--- src/rtl/bst_cfg.svh ---
`ifndef BST_CFG_SVH
`define BST_CFG_SVH
// Instruction width and codes
`define BST_IR_W        3
`define BST_OP_EXTEST   3'h0
`define BST_OP_SAMPLE   3'h1
`define BST_OP_IDCODE   3'h2
`define BST_OP_CLAMP    3'h3
`define BST_OP_HIGHZ    3'h4
`define BST_OP_BYPASS   3'h7
// Capture pattern for instruction register (low bits 01)
`define BST_IR_CAPT     3'h1
// Identity fields (arbitrary values)
`define BST_ID_VER      4'h1
`define BST_ID_PART     16'h1234
`define BST_ID_MFR      11'h0A5
`define BST_ID_FIXED    1'h1
`endif

--- src/rtl/bst_pkg.sv ---
package bst_pkg;
  // Controller states
  typedef enum logic [3:0] {
    BST_RESET, BST_IDLE,
    BST_SEL_DR, BST_CAP_DR, BST_SH_DR, BST_EX1_DR, BST_PAU_DR, BST_EX2_DR, BST_UPD_DR,
    BST_SEL_IR, BST_CAP_IR, BST_SH_IR, BST_EX1_IR, BST_PAU_IR, BST_EX2_IR, BST_UPD_IR
  } bst_state_t;
  // Synchronised test pins
  typedef struct packed {
    logic tck;
    logic tms;
    logic tdi;
  } bst_pins_t;
  // Serial output group
  typedef struct packed {
    logic tdo;
    logic tdo_oe;
  } bst_sout_t;
endpackage

--- src/rtl/bst_cell.sv ---
`include "bst_cfg.svh"
// One bidirectional pad: an input cell and an output cell
module bst_cell
  import bst_pkg::*;
(
  // Clock and reset
  input  wire logic ref_clk,
  input  wire logic rst,
  // Scan control
  input  wire logic capture,
  input  wire logic shift,
  input  wire logic update,
  input  wire logic scan_in,
  output logic      scan_out,
  // Pad side
  input  wire logic pin_in,
  input  wire logic core_out,
  input  wire logic drive_test,
  output logic      pin_out
);
  logic in_q,  in_d;   // Observe-only input cell
  logic out_q, out_d;  // Output cell shift stage
  logic upd_q, upd_d;  // Output cell update latch

  // Next values of the cell pair
  always_comb
  begin
    in_d  = in_q;
    out_d = out_q;
    upd_d = upd_q;
    if (capture)
    begin
      in_d  = pin_in;   // see RULE13
      out_d = pin_in;   // see RULE14
    end
    else if (shift)
    begin
      in_d  = scan_in;
      out_d = in_q;
    end
    if (update)
      upd_d = out_q;    // see RULE14
  end

  // Register the cell pair
  always_ff @(posedge ref_clk or posedge rst)
  begin
    if (rst)
    begin
      in_q  <= 1'b0;
      out_q <= 1'b0;
      upd_q <= 1'b0;
    end
    else
    begin
      in_q  <= in_d;
      out_q <= out_d;
      upd_q <= upd_d;
    end
  end

  // Input cell never drives; only output cell forces
  assign scan_out = out_q;                               // see RULE12
  assign pin_out  = drive_test ? upd_q : core_out;       // see RULE13
endmodule

--- src/rtl/bst_tap.sv ---
// Function
// RULE1: Sixteen state synchronous test controller
// RULE2: Reset, idle, data and instruction branch states
// RULE3: Mode select sampled each rising test clock
// RULE4: Separate data and instruction branches
// RULE5: Serial data in on input, out on output
// RULE6: Boundary, identity, bypass, instruction registers
// RULE7: Instruction selects test and data register
// RULE8: Decode EXTEST SAMPLE IDCODE BYPASS CLAMP HIGHZ
// RULE9: Identity holds version, part, maker, fixed bit
// RULE10: Bypass register is one bit
// RULE11: Bypass links input to output directly
// RULE12: Each pad has two chain cells
// RULE13: Input cell observes only, never drives
// RULE14: Output cell captures and forces pin
// RULE15: Standard transitions; five highs reach reset
// RULE16: Output changes on falling edge, shift only
// RULE17: Reset loads identity instruction
`include "bst_cfg.svh"
module bst_tap
  import bst_pkg::*;
#(
  parameter int NPADS = 4
)
(
  // Clock and reset
  input  wire logic             ref_clk,
  input  wire logic             rst,
  // Test pins
  input  wire logic             tck,
  input  wire logic             tms,
  input  wire logic             tdi,
  output logic                  tdo,
  output logic                  tdo_oe,
  // Pads
  input  wire logic [NPADS-1:0] pad_in,
  input  wire logic [NPADS-1:0] core_out,
  input  wire logic [NPADS-1:0] core_oe,
  output logic      [NPADS-1:0] pad_out,
  output logic      [NPADS-1:0] pad_oe
);
  // Next state of the controller
  function automatic bst_state_t bst_next(input bst_state_t s, input logic m); // see RULE2
    case (s)
      BST_RESET:  bst_next = m ? BST_RESET  : BST_IDLE;
      BST_IDLE:   bst_next = m ? BST_SEL_DR : BST_IDLE;
      BST_SEL_DR: bst_next = m ? BST_SEL_IR : BST_CAP_DR; // see RULE4
      BST_CAP_DR: bst_next = m ? BST_EX1_DR : BST_SH_DR;
      BST_SH_DR:  bst_next = m ? BST_EX1_DR : BST_SH_DR;
      BST_EX1_DR: bst_next = m ? BST_UPD_DR : BST_PAU_DR;
      BST_PAU_DR: bst_next = m ? BST_EX2_DR : BST_PAU_DR;
      BST_EX2_DR: bst_next = m ? BST_UPD_DR : BST_SH_DR;
      BST_UPD_DR: bst_next = m ? BST_SEL_DR : BST_IDLE;
      BST_SEL_IR: bst_next = m ? BST_RESET  : BST_CAP_IR; // see RULE15
      BST_CAP_IR: bst_next = m ? BST_EX1_IR : BST_SH_IR;
      BST_SH_IR:  bst_next = m ? BST_EX1_IR : BST_SH_IR;
      BST_EX1_IR: bst_next = m ? BST_UPD_IR : BST_PAU_IR;
      BST_PAU_IR: bst_next = m ? BST_EX2_IR : BST_PAU_IR;
      BST_EX2_IR: bst_next = m ? BST_UPD_IR : BST_SH_IR;
      default:    bst_next = m ? BST_SEL_DR : BST_IDLE;
    endcase
  endfunction

  localparam int IDW = 32;
  localparam logic [IDW-1:0] ID_VAL = {`BST_ID_VER, `BST_ID_PART, `BST_ID_MFR, `BST_ID_FIXED}; // see RULE9

  bst_pins_t  s1_q, s2_q, s1_d, s2_d;  // Two-stage synchroniser
  logic       tck_old_q, tck_old_d;    // Previous synced clock
  bst_state_t st_q, st_d;              // Controller state
  logic [`BST_IR_W-1:0] irs_q, irs_d;  // Instruction shift stage
  logic [`BST_IR_W-1:0] ir_q, ir_d;    // Active instruction
  logic [IDW-1:0] id_q, id_d;          // Identity chain
  logic       byp_q, byp_d;            // Single bit pass
  bst_sout_t  so_q, so_d;              // Output register
  logic [NPADS-1:0] pout_q, pout_d, poe_q, poe_d;
  logic       rise, fall, cap, sh, upd;
  logic [NPADS:0] chain;
  logic [NPADS-1:0] cell_pin;
  logic [NPADS-1:0] pin_s1_q, pin_s1_d;  // Pad input synchroniser, first stage
  logic [NPADS-1:0] pin_s2_q, pin_s2_d;  // Pad input synchroniser, second stage
  logic       sel_bnd, sel_id, sel_byp, test_drive, hiz, ser_bit;

  assign rise = s2_q.tck & ~tck_old_q;
  assign fall = ~s2_q.tck & tck_old_q;

  // Instruction decode
  assign sel_bnd    = (ir_q == `BST_OP_EXTEST) || (ir_q == `BST_OP_SAMPLE);      // see RULE8
  assign sel_id     = (ir_q == `BST_OP_IDCODE);                                 // see RULE7
  assign sel_byp    = !sel_bnd && !sel_id;                                      // see RULE11
  assign test_drive = (ir_q == `BST_OP_EXTEST) || (ir_q == `BST_OP_CLAMP);
  assign hiz        = (ir_q == `BST_OP_HIGHZ);
  assign cap = rise && (st_q == BST_CAP_DR) && sel_bnd;
  assign sh  = rise && (st_q == BST_SH_DR) && sel_bnd;
  assign upd = rise && (st_q == BST_UPD_DR) && sel_bnd;
  assign chain[0] = s2_q.tdi;

  // Boundary chain, one pair of cells per pad
  genvar g;
  generate
    for (g = 0; g < NPADS; g++)
    begin : g_pad
      bst_cell i_bst_cell (
        .ref_clk    (ref_clk),
        .rst        (rst),
        .capture    (cap),
        .shift      (sh),
        .update     (upd),
        .scan_in    (chain[g]),
        .scan_out   (chain[g+1]),
        .pin_in     (pin_s2_q[g]),
        .core_out   (core_out[g]),
        .drive_test (test_drive),
        .pin_out    (cell_pin[g])
      ); // see RULE12
    end
  endgenerate

  // Serial bit presented at the output
  always_comb
  begin
    ser_bit = byp_q;        // see RULE6
    if (st_q == BST_SH_IR)
      ser_bit = irs_q[0];
    else if (sel_bnd)
      ser_bit = chain[NPADS];
    else if (sel_id)
      ser_bit = id_q[0];
  end

  // Next values of controller and registers
  always_comb
  begin
    s1_d = '{tck: tck, tms: tms, tdi: tdi};
    s2_d = s1_q;
    tck_old_d = s2_q.tck;
    pin_s1_d = pad_in;      // Pads are asynchronous to the system clock
    pin_s2_d = pin_s1_q;
    st_d = st_q;
    irs_d = irs_q;
    ir_d = ir_q;
    id_d = id_q;
    byp_d = byp_q;
    so_d = so_q;
    if (rise)
    begin
      st_d = bst_next(st_q, s2_q.tms);                 // see RULE3
      case (st_q)
        BST_RESET:  ir_d = `BST_OP_IDCODE;             // see RULE17
        BST_CAP_IR: irs_d = `BST_IR_CAPT;
        BST_SH_IR:  irs_d = {s2_q.tdi, irs_q[`BST_IR_W-1:1]}; // see RULE5
        BST_UPD_IR: ir_d = irs_q;                      // see RULE7
        BST_CAP_DR:
        begin
          id_d = ID_VAL;
          byp_d = 1'b0;
        end
        BST_SH_DR:
        begin
          id_d = {s2_q.tdi, id_q[IDW-1:1]};
          byp_d = s2_q.tdi;                            // see RULE10
        end
        default:
        begin
          ir_d = ir_q;
        end
      endcase
    end
    if (fall)
    begin
      so_d.tdo_oe = (st_q == BST_SH_DR) || (st_q == BST_SH_IR); // see RULE16
      so_d.tdo = ser_bit;
    end
    pout_d = hiz ? '0 : cell_pin;
    poe_d  = hiz ? '0 : (test_drive ? {NPADS{1'b1}} : core_oe);
  end

  // Register everything
  always_ff @(posedge ref_clk or posedge rst)
  begin
    if (rst)
    begin
      s1_q <= '0;
      s2_q <= '0;
      tck_old_q <= 1'b0;
      pin_s1_q <= '0;
      pin_s2_q <= '0;
      st_q <= BST_RESET;
      irs_q <= '0;
      ir_q <= `BST_OP_IDCODE;
      id_q <= '0;
      byp_q <= 1'b0;
      so_q <= '0;
      pout_q <= '0;
      poe_q <= '0;
    end
    else
    begin
      s1_q <= s1_d;
      s2_q <= s2_d;
      tck_old_q <= tck_old_d;
      pin_s1_q <= pin_s1_d;
      pin_s2_q <= pin_s2_d;
      st_q <= st_d;       // see RULE1
      irs_q <= irs_d;
      ir_q <= ir_d;
      id_q <= id_d;
      byp_q <= byp_d;
      so_q <= so_d;
      pout_q <= pout_d;
      poe_q <= poe_d;
    end
  end

  assign tdo = so_q.tdo;
  assign tdo_oe = so_q.tdo_oe;
  assign pad_out = pout_q;
  assign pad_oe = poe_q;

  logic [2:0] hi_cnt_q, hi_cnt_d;  // Run of high mode-select samples
  // Count high samples, saturating at five
  always_comb
  begin
    hi_cnt_d = hi_cnt_q;
    if (rise)
      hi_cnt_d = s2_q.tms ? ((hi_cnt_q == 3'h5) ? 3'h5 : hi_cnt_q + 3'h1) : 3'h0;
  end
  // Register the run counter
  always_ff @(posedge ref_clk or posedge rst)
  begin
    if (rst)
      hi_cnt_q <= 3'h0;
    else
      hi_cnt_q <= hi_cnt_d;
  end
endmodule
--- config.mk ---
export PLATFORM = sky130hd
export DESIGN_NAME = bst_tap
export DESIGN_NICKNAME = d
export VERILOG_FILES = /design/src/rtl/bst_pkg.sv /design/src/rtl/bst_cell.sv /design/src/rtl/bst_tap.sv
export VERILOG_INCLUDE_DIRS = /design/src /design/src/rtl
export SDC_FILE = /design/constraint.sdc
export NUM_CORES = 1
export LEC_CHECK = 0
export BUFFER_PORTS_ARGS = -buffer_cell sky130_fd_sc_hd__buf_2
export CAP_MARGIN = 20
export CORE_AREA = 4 4 66 98
export DETAILED_ROUTE_END_ITERATION = 6
export DIE_AREA = 0 0 70 102
export GPL_ROUTABILITY_DRIVEN = 0
export PLACE_DENSITY = 0.89
export RECOVER_POWER = 50
export SETUP_SLACK_MARGIN = 0.4
export SKIP_CTS_REPAIR_TIMING = 1
export SYNTH_ARGS = -nofsm -noshare
export SYNTH_HDL_FRONTEND = slang
export SYNTH_SLANG_ARGS = --single-unit
--- constraint.sdc ---
create_clock -name ref_clk -period 6.5 [get_ports ref_clk]
set_input_delay 0.975 -clock ref_clk [delete_from_list [all_inputs] [get_ports ref_clk]]
set_output_delay 0.975 -clock ref_clk [all_outputs]
set_load 0.05 [all_outputs]
==> qor.tcl, run 1 <==
set qor(cts-buffers-inserted) 9
set qor(ys_warn_count) 0
set qor(dp.final_hpwl_um) 3720
set qor(crit_path_max_fanout) 24
set qor(antenna_left) 0
set qor(globalRouteMet3Util_pct) 5.91
set qor(detail_route.wl_per_cell_um) 15.9
set qor(post_route_drc_violation_count) 0
set qor(antenna_violations_before_repair) 0
set qor(postSynthAreaPerCell_sq_um) 11.7
set qor(finalNetCount) 312
set qor(synth-compound-area-share_pct) 18.5
set qor(yosysTopAreaCell) {sky130_fd_sc_hd__dfrtp_1}
set qor(routed-via-count) 2226
set qor(rsz0062_at_grt) {false}
set qor(tritoncts) {yes}
set qor(power.net_switching_mw) 0.505
set qor(synth_simple_gate_area_share_pct) 11.3
set qor(worst_path_max_delay_cell) {sky130_fd_sc_hd__dfrtp_1}
set qor(critical-path-top-delay-family) {simple AND/OR/NAND/NOR gates}
set qor(route.detailed.vias_per_inst) 5.98
set qor(first_pass_iters) 4
set qor(num_rows) 34
set qor(floorplan.initialDensity_pct) 56.9
set qor(antenna_cells_inserted) 0
set qor(power.share.combinational_pct) 23.8
set qor(global_route.peak_usage_layer) {met2}
set qor(synth_adder_area_share_pct) 0
set qor(timing.setup.critical_path_class) {register to register}
set qor(yosys.area.top_type_share_pct) 60.2
set qor(clock_sink_count) 79
set qor(grt_max_degree) 80
set qor(grtUsageMet2_pct) 28.2
set qor(count_of_different_cell_masters_after_synthesis) 41
set qor(power.share.switching_pct) 34.1
set qor(min_period_ns) 2.28
set qor(r2r.worst_path.cells) 4
set qor(areaGrowthSynthToFinish_pct) 11.5
set qor(maxCapViolCount) 0
set qor(clock_h_tree_levels) 3
set qor(cp-end-kind) {register}
set qor(worstMarginPinSlew_ns) 0.977
set qor(overflow) 0
set qor(ys_seq_area_share_pct) 61.0
set qor(synth_top_family_by_area) {compound AO/OA/AOI/OAI gates}
set qor(startpoint_class_of_the_critical_path) {register}
set qor(max-slew-margin-rel_pct) 34.8
set qor(max-clock-path-buffers) 2
set qor(hold_depth) 0
set qor(share_seq_of_total_power_pct) 50.4
set qor(groute.usage.overall_pct) 17.9
set qor(first_global_vias) 2138
set qor(fp.dieArea_sq_um) 7140
set qor(synth_mux_area_share_pct) 5.40
set qor(synth.cell_area_sq_um) 3240
set qor(final_core_utilization_pct) 63.4
set qor(intPower_mw) 0.975
set qor(max_stage_delay_ns) 0.81
set qor(syn_inst) 277
set qor(io_buffer_count) 26
set qor(post-route-period-util_pct) 35.2
set qor(io_pins) 27
set qor(final_layout_size_suffix_gt1_share_pct) 18.7
set qor(grt_first_pass_wirelength_um) 10100
set qor(setup_tns_final_ns) 0
set qor(grtUsageMet1_pct) 22.0
set qor(crit_path_cell_trace) {and3b_1, nor2_1, or3_1, a22o_1}
set qor(irDropWorstVdd_v) 0.000238
set qor(worst-path-buf-inv) 0
set qor(synth_xor_area_share_pct) 0.270
set qor(final_hold_viol_count) 0
set qor(chipHeight_um) 102
set qor(yosys-top-cells-area) {sky130_fd_sc_hd__dfrtp_1, sky130_fd_sc_hd__a22o_1, sky130_fd_sc_hd__mux2i_1, sky130_fd_sc_hd__o22a_1, sky130_fd_sc_hd__o21ai_0}
set qor(cp_data_required_time_ns) 6.73
set qor(clock_latency_ns) 0.36
set qor(clk_root_buf) {sky130_fd_sc_hd__clkbuf_8}
set qor(finalSetupViolCount) 0
set qor(wl_um) 5930
set qor(core_region_area_sq_um) 5700
set qor(worst_case_clock_skew_ns) 0.0150
set qor(synth.ff_latch_count) 79
set qor(power.density_nw_per_um2) 410
set qor(hold_path_class) {register to register}
set qor(worstSetupPathDepth) 4
set qor(die_width_um) 70
set qor(critical_path_arrival_ns) 2.52
set qor(power.static_leakage_nw) 1.69
set qor(status) {finished clean}
set qor(clock_power_share_pct) 25.8
set qor(clock.fmax_mhz) 438
set qor(cts.clk_slew.worst_paths_ns) 0.08
set qor(first_iter_violations) 111
set qor(synthesized_nets) 294
set qor(timing_max_transition_violations_final) 0
==> cell usage after synthesis <==
| master | count |
|---|---|
| sky130_fd_sc_hd__o311ai_0 | 1 |
| sky130_fd_sc_hd__or3b_2 | 1 |
| sky130_fd_sc_hd__o2111ai_1 | 2 |
| sky130_fd_sc_hd__nand4_2 | 1 |
| sky130_fd_sc_hd__nor3_1 | 5 |
| sky130_fd_sc_hd__nor2_1 | 12 |
| sky130_fd_sc_hd__nand4_1 | 2 |
| sky130_fd_sc_hd__nand3_1 | 7 |
| sky130_fd_sc_hd__a22oi_1 | 1 |
| sky130_fd_sc_hd__xnor2_1 | 1 |
| sky130_fd_sc_hd__buf_2 | 8 |
| sky130_fd_sc_hd__inv_1 | 6 |
| sky130_fd_sc_hd__nand2b_1 | 4 |
| sky130_fd_sc_hd__a31o_2 | 2 |
| sky130_fd_sc_hd__mux2i_1 | 13 |
| sky130_fd_sc_hd__dfstp_2 | 1 |
| sky130_fd_sc_hd__o41ai_1 | 1 |
| sky130_fd_sc_hd__o22a_1 | 11 |
| sky130_fd_sc_hd__o211ai_1 | 3 |
| sky130_fd_sc_hd__nor3b_1 | 6 |
| sky130_fd_sc_hd__a2111oi_0 | 1 |
| sky130_fd_sc_hd__a21oi_1 | 10 |
| sky130_fd_sc_hd__a21boi_0 | 1 |
| sky130_fd_sc_hd__a21o_1 | 1 |
| sky130_fd_sc_hd__mux2_2 | 4 |
| sky130_fd_sc_hd__o21ai_0 | 19 |
| sky130_fd_sc_hd__nand4b_1 | 1 |
| sky130_fd_sc_hd__nor3b_2 | 1 |
| sky130_fd_sc_hd__nor4_1 | 2 |
| sky130_fd_sc_hd__or3_1 | 2 |
| sky130_fd_sc_hd__o22ai_1 | 1 |
| sky130_fd_sc_hd__dfrtp_1 | 78 |
| sky130_fd_sc_hd__and3b_1 | 1 |
| sky130_fd_sc_hd__o221ai_1 | 1 |
| sky130_fd_sc_hd__and2_1 | 1 |
| sky130_fd_sc_hd__clkbuf_1 | 14 |
| sky130_fd_sc_hd__a22o_1 | 23 |
| sky130_fd_sc_hd__a31oi_1 | 1 |
| sky130_fd_sc_hd__nor2b_1 | 4 |
| sky130_fd_sc_hd__nand2_1 | 19 |
| sky130_fd_sc_hd__a211oi_1 | 4 |
==> worst register-to-register path, stage by stage (launching register included) <==
cell,delay [ns]
sky130_fd_sc_hd__dfrtp_1,0.81
sky130_fd_sc_hd__and3b_1,0.29
sky130_fd_sc_hd__nor2_1,0.06
sky130_fd_sc_hd__or3_1,0.65
sky130_fd_sc_hd__a22o_1,0.36
==> flip-flops by register name, indices dropped and copies added, names as in the netlist, 4 cells and up <==
register and cells:
id_q 32, pin_s2_q 4, g_pad.i_bst_cell.scan_out 4, pin_s1_q 4
st_q 4, pad_out 4, g_pad.i_bst_cell.in_q 4, pad_oe 4
g_pad.i_bst_cell.upd_q 4
==> power groups by stage <==
stage	registers, mW	logic (mW)	clock network [mW]
6_report	0.746	0.353	0.381
5_1_grt	0.765	0.388	0.411
4_1_cts	0.744	0.356	0.389
3_5_place_dp	0.750	0.354	0
3_3_place_gp	0.745	0.336	0
2_1_floorplan	0.741	0.277	0
==> final timing paths <==
path / from / end / slack, ns
hold reg to reg: s1_q[2] / tck_old_d / 0.35
min in group asynchronous: rst / g_pad[2].i_bst_cell.upd_q / 0.91
setup / recovery: st_q[0] / id_q[12] / 4.22
setup reg to reg: st_q[0] / id_q[12] / 4.22
max in group asynchronous: rst / id_q[21] / 4.98
hold / removal: s1_q[2] / tck_old_d / 0.35
==> cell families (layout without fill, tap and decap cells) <==
family | Yosys count | after routing
AO/OA/AOI/OAI | 83 | 83
flip-flops | 79 | 79
AND/OR/NAND/NOR | 69 | 69
buffers and inverters | 28 | 51
multiplexers | 17 | 17
XOR/XNOR | 1 | 1
==> per-layer routing <==
metal	wire length [um]	up-vias
li1	-	1053
met1	2520	1090
met2	2960	64
met3	282	19
met4	167	0
met5	0	-
==> metrics by stage <==
step / worst slack (ns) / cells / cell area (sq um) / total power, mW / hold WS [ns]
final: 4.22 / 372 / 3620 / 1.48 / 0.351
after global routing: 4.01 / 372 / 3620 / 1.56 / 0.355
after CTS: 4.25 / 372 / 3620 / 1.49 / 0.356
after detailed placement: 4.29 / 356 / 3400 / 1.10 / 0.337
after global placement: 4.35 / 356 / 3400 / 1.08 / 0.332
after floorplan: 3.50 / 277 / 3240 / 1.02 / 0.331
==> layout make-up <==
type                       instances  area [sq um]
fill                             457          2080
sequential                        79          1980
multi-input combinational        170          1160
timing repair buffer              29           153
clock buffer                      11           151
tap                               72          90.1
clock inverter                     5          63.8
inverter                           6          22.5
==> cells in the final DEF, fill, tap and decap left out, drive strengths merged, types with 2 or more instances in the layout <==
master,instances
o21ai,19
a211oi,4
clkbuf,11
a22o,23
inv,8
nor3,5
nand2,19
mux2,4
nor3b,7
o22a,11
o2111ai,2
nand2b,4
buf,29
nor2,12
a31o,2
nand3,7
dfrtp,78
nand4,3
a21oi,10
nor4,2
nor2b,4
or3,2
mux2i,13
o211ai,3
Note: power is estimated with default switching activity, not from simulation.
==> run 2, diff against run 1 <==
- ABC_AREA: unset -> 1
- CORE_AREA: 4 4 66 98 -> 4 4 68 101
- DIE_AREA: 0 0 70 102 -> 0 0 72 105
- clock period: 6.5 -> 2.2 ns (I/O delays scaled with it)
==> run 2 against run 1 <==
Net effect: final cell count up 25%; worst setup slack worse by 3.7 ns; sequential share of layout area is 3.7 points lower; utilization rose by 0.69 points; count of clock-buffer cells in the layout fell by 1; sequential power rose to 2.6 times the previous value; final area up 7.2%; hold slack got worse by 0.25 ns; sequential cell count is the same; clock skew fell by 0.0072 ns; combinational power grew to 3.4 times the previous value.
==> qor.tcl, run 2 <==
set qor(maxCapViolCount) 0 ;# unchanged
set qor(synth_adder_area_share_pct) 0 ;# unchanged
set qor(detail_route.wl_per_cell_um) 13.7 ;# -14%
set qor(power.net_switching_mw) 1.48 ;# +190%
set qor(post-route-period-util_pct) 74.8 ;# +40 points
set qor(rsz0062_at_grt) {false}
set qor(wl_um) 6390 ;# +7.7%
set qor(crit_path_cell_trace) {nor2_2, nand2_4, nor3_4, buf_4, nand2_1, o21ai_0, nand2_1, o21ai_0}
set qor(count_of_different_cell_masters_after_synthesis) 29 ;# -29%
set qor(hold_path_class) {input port to register}
set qor(reg2reg_slack_ns) 0.55 ;# -3.66 ns
set qor(final_core_utilization_pct) 64.1 ;# +0.69 points
set qor(synth_enable_flop_cells) 0 ;# unchanged
set qor(antenna_cells_inserted) 0 ;# unchanged
set qor(postSynthAreaPerCell_sq_um) 9.80 ;# -16%
set qor(first_pass_iters) 4 ;# unchanged
set qor(dp.final_hpwl_um) 4410 ;# +19%
set qor(post_route_drc_violation_count) 0 ;# unchanged
set qor(power.share.combinational_pct) 28.4 ;# +4.6 points
set qor(setup_tns_final_ns) 0 ;# unchanged
set qor(synth.ff_latch_count) 79 ;# unchanged
set qor(finalSetupViolCount) 0 ;# unchanged
set qor(finish.cell_count_without_fillers) 466 ;# +25%
set qor(status) {finished clean}
set qor(synth_xor_area_share_pct) 0 ;# -0.27 points
set qor(synth_simple_gate_area_share_pct) 16.0 ;# +4.7 points
set qor(most-common-layout-cells) {sky130_fd_sc_hd__dfrtp_1, sky130_fd_sc_hd__inv_1, sky130_fd_sc_hd__nand2_1}
set qor(max-clock-path-buffers) 2 ;# unchanged
set qor(grt_max_degree) 68 ;# -15%
set qor(cp-end-kind) {register}
set qor(clk_root_buf) {sky130_fd_sc_hd__clkbuf_8}
set qor(num_rows) 35 ;# +2.9%
set qor(io_buffer_count) 26 ;# unchanged
set qor(cp_data_required_time_ns) 2.45 ;# -4.28 ns
set qor(irDropWorstVdd_v) 0.000599 ;# +150%
set qor(synth_mux_area_share_pct) 0 ;# -5.4 points
set qor(first_global_vias) 2575 ;# +20%
set qor(tritoncts) {yes}
set qor(timing_max_transition_violations_final) 0 ;# unchanged
set qor(route.detailed.vias_per_inst) 5.20 ;# -13%
set qor(ys_dominant_reg_cell) {sky130_fd_sc_hd__dfrtp_1}
set qor(synth-compound-area-share_pct) 16.6 ;# -2.0 points
set qor(final_common_cell) {sky130_fd_sc_hd__dfrtp_1}
set qor(critical_path_arrival_ns) 1.90 ;# -0.62 ns
set qor(syn_inst) 354 ;# +28%
set qor(cts.clk_slew.worst_paths_ns) 0.08 ;# about the same
set qor(intPower_mw) 2.79 ;# +190%
set qor(design_area_sq_um) 3870 ;# +7.2%
set qor(fp.dieArea_sq_um) 7560 ;# +5.9%
set qor(wl_met3_um) 256 ;# -9.2%
set qor(yosysTopAreaCell) {sky130_fd_sc_hd__dfrtp_1}
set qor(power.share.switching_pct) 34.6 ;# +0.52 points
set qor(clock_latency_ns) 0.34 ;# -0.02 ns
set qor(synth.cell_area_sq_um) 3470 ;# +6.9%
set qor(largest_register_ffs) 32 ;# unchanged
set qor(timing.setup.critical_path_class) {register to register}
set qor(clock.fmax_mhz) 608 ;# +39%
set qor(cts-buffers-inserted) 9 ;# unchanged
set qor(ys_seq_area_share_pct) 57.0 ;# -3.9 points
set qor(max_stage_delay_ns) 0.46 ;# -0.35 ns
set qor(finalNetCount) 405 ;# +30%
set qor(worst_path_max_delay_cell) {sky130_fd_sc_hd__dfrtp_1}
set qor(clock_h_tree_levels) 3 ;# unchanged
set qor(power.density_nw_per_um2) 1100 ;# +170%
set qor(place_area_sq_um) 3640 ;# +7.1%
set qor(ys_warn_count) 0 ;# unchanged
set qor(clock_sink_count) 79 ;# unchanged
set qor(final_layout_size_suffix_gt1_share_pct) 21.4 ;# +2.8 points
set qor(worstMarginPinSlew_ns) 0.600 ;# -0.377 ns
set qor(met1_length_um) 2540 ;# +0.91%
set qor(final_hold_viol_count) 0 ;# unchanged
set qor(areaGrowthSynthToFinish_pct) 11.7
set qor(leading_cell_types_by_count_after_synthesis) {sky130_fd_sc_hd__dfrtp_1, sky130_fd_sc_hd__inv_1, sky130_fd_sc_hd__nand2_1}
set qor(overflow) 0 ;# unchanged
set qor(top_layer_in_use) {met4}
set qor(yosys-top-cells-area) {sky130_fd_sc_hd__dfrtp_1, sky130_fd_sc_hd__o22ai_2, sky130_fd_sc_hd__inv_1, sky130_fd_sc_hd__nand2_1, sky130_fd_sc_hd__o21ai_0}
set qor(worst_case_clock_skew_ns) 0.00786 ;# -0.00716 ns
set qor(synth.most_common_cell) {sky130_fd_sc_hd__dfrtp_1}
set qor(io_pins) 27 ;# unchanged
set qor(synthesized_nets) 371 ;# +26%
set qor(die_width_um) 72 ;# +2.9%
set qor(share_seq_of_total_power_pct) 45.0 ;# -5.4 points
set qor(yosys.area.top_type_share_pct) 56.3 ;# -3.9 points
set qor(power.static_leakage_nw) 1.94 ;# +15%
set qor(startpoint_class_of_the_critical_path) {register}
set qor(grt_first_pass_wirelength_um) 11600 ;# +15%
set qor(synth_top_family_by_area) {compound AO/OA/AOI/OAI gates}
set qor(core_region_area_sq_um) 6040 ;# +6.0%
set qor(clock_power_share_pct) 26.6 ;# +0.8 points
set qor(crit_path_max_fanout) 6 ;# -75%
set qor(synthArstFlopShare_pct) 100 ;# unchanged
set qor(antenna_left) 0 ;# unchanged
set qor(detailroute.wirelength.met2_um) 3470 ;# +17%
set qor(max-slew-margin-rel_pct) 59.8 ;# +25 points
set qor(first_iter_violations) 254 ;# +130%
set qor(antenna_violations_before_repair) 0 ;# unchanged
set qor(groute.usage.overall_pct) 19.2 ;# +1.3 points
set qor(chipHeight_um) 105 ;# +2.9%
set qor(number_of_placed_cells_counting_well_taps) 448 ;# +26%
set qor(routed-via-count) 2425 ;# +8.9%
set qor(min_period_ns) 1.65 ;# -0.640 ns
set qor(largest_register) {id_q}
set qor(floorplan.initialDensity_pct) 57.4 ;# +0.48 points
## run 2: cell type report
class,count,area [sq um]
multi-input combinational,197,1130
sequential,79,1980
clock buffer,10,128
inverter,68,269
timing repair buffer,33,196
clock inverter,5,82.6
tap,74,92.6
fill,482,2170
## run 2: through the flow
step	power, mW	hold slack [ns]	setup WS, ns
floorplan	2.89	0.331	0.776
CTS	4.28	-0.0639	0.514
global placement	3.08	0.299	0.653
finish	4.26	0.0962	0.555
global route	4.54	0.0692	0.425
detailed placement	3.14	0.307	0.610
## run 2: power groups by stage
stage               Combinational (mW)  Clock [mW]  Sequential, mW
finish                            1.21        1.13            1.92
global route                      1.36        1.22            1.96
CTS                               1.21        1.15            1.92
detailed placement                1.19           0            1.95
global placement                  1.15           0            1.93
floorplan                        0.868           0            2.02
## run 2: cell families (layout without fill, tap and decap cells)
| family | after synthesis | in the layout |
|---|---|---|
| compound gates | 78 | 78 |
| buf+inv | 78 | 116 |
| flops | 79 | 79 |
| simple gates | 119 | 119 |
## run 2: path summary, 6_finish.rpt
kind                          from                       end  cells past startpoint
min                            tck                   s1_q[2]                      1
max reg2reg                st_q[3]  g_pad[1].i_bst_cell.in_q                      8
max                        st_q[3]  g_pad[1].i_bst_cell.in_q                      8
min reg2reg                s1_q[0]                  chain[0]                      0
max in group asynchronous      rst                   ir_q[1]                      4
min in group asynchronous      rst                   s2_q[1]                      3
## run 2: worst max-delay path: cells and delay by family, from the launching register on
| family | cells | cell delay (ns) |
|---|---|---|
| AO/OA/AOI/OAI | 2 | 0.15 |
| flip-flops | 1 | 0.46 |
| AND/OR/NAND/NOR | 5 | 0.78 |
| buffers and inverters | 1 | 0.17 |
## run 2: routing by layer
layer / vias to the layer above / GRT usage, %
li1: 1197 / -
met1: 1156 / 24.0
met2: 61 / 32.1
met3: 11 / 4.52
met4: 0 / 6.72
met5: - / 0
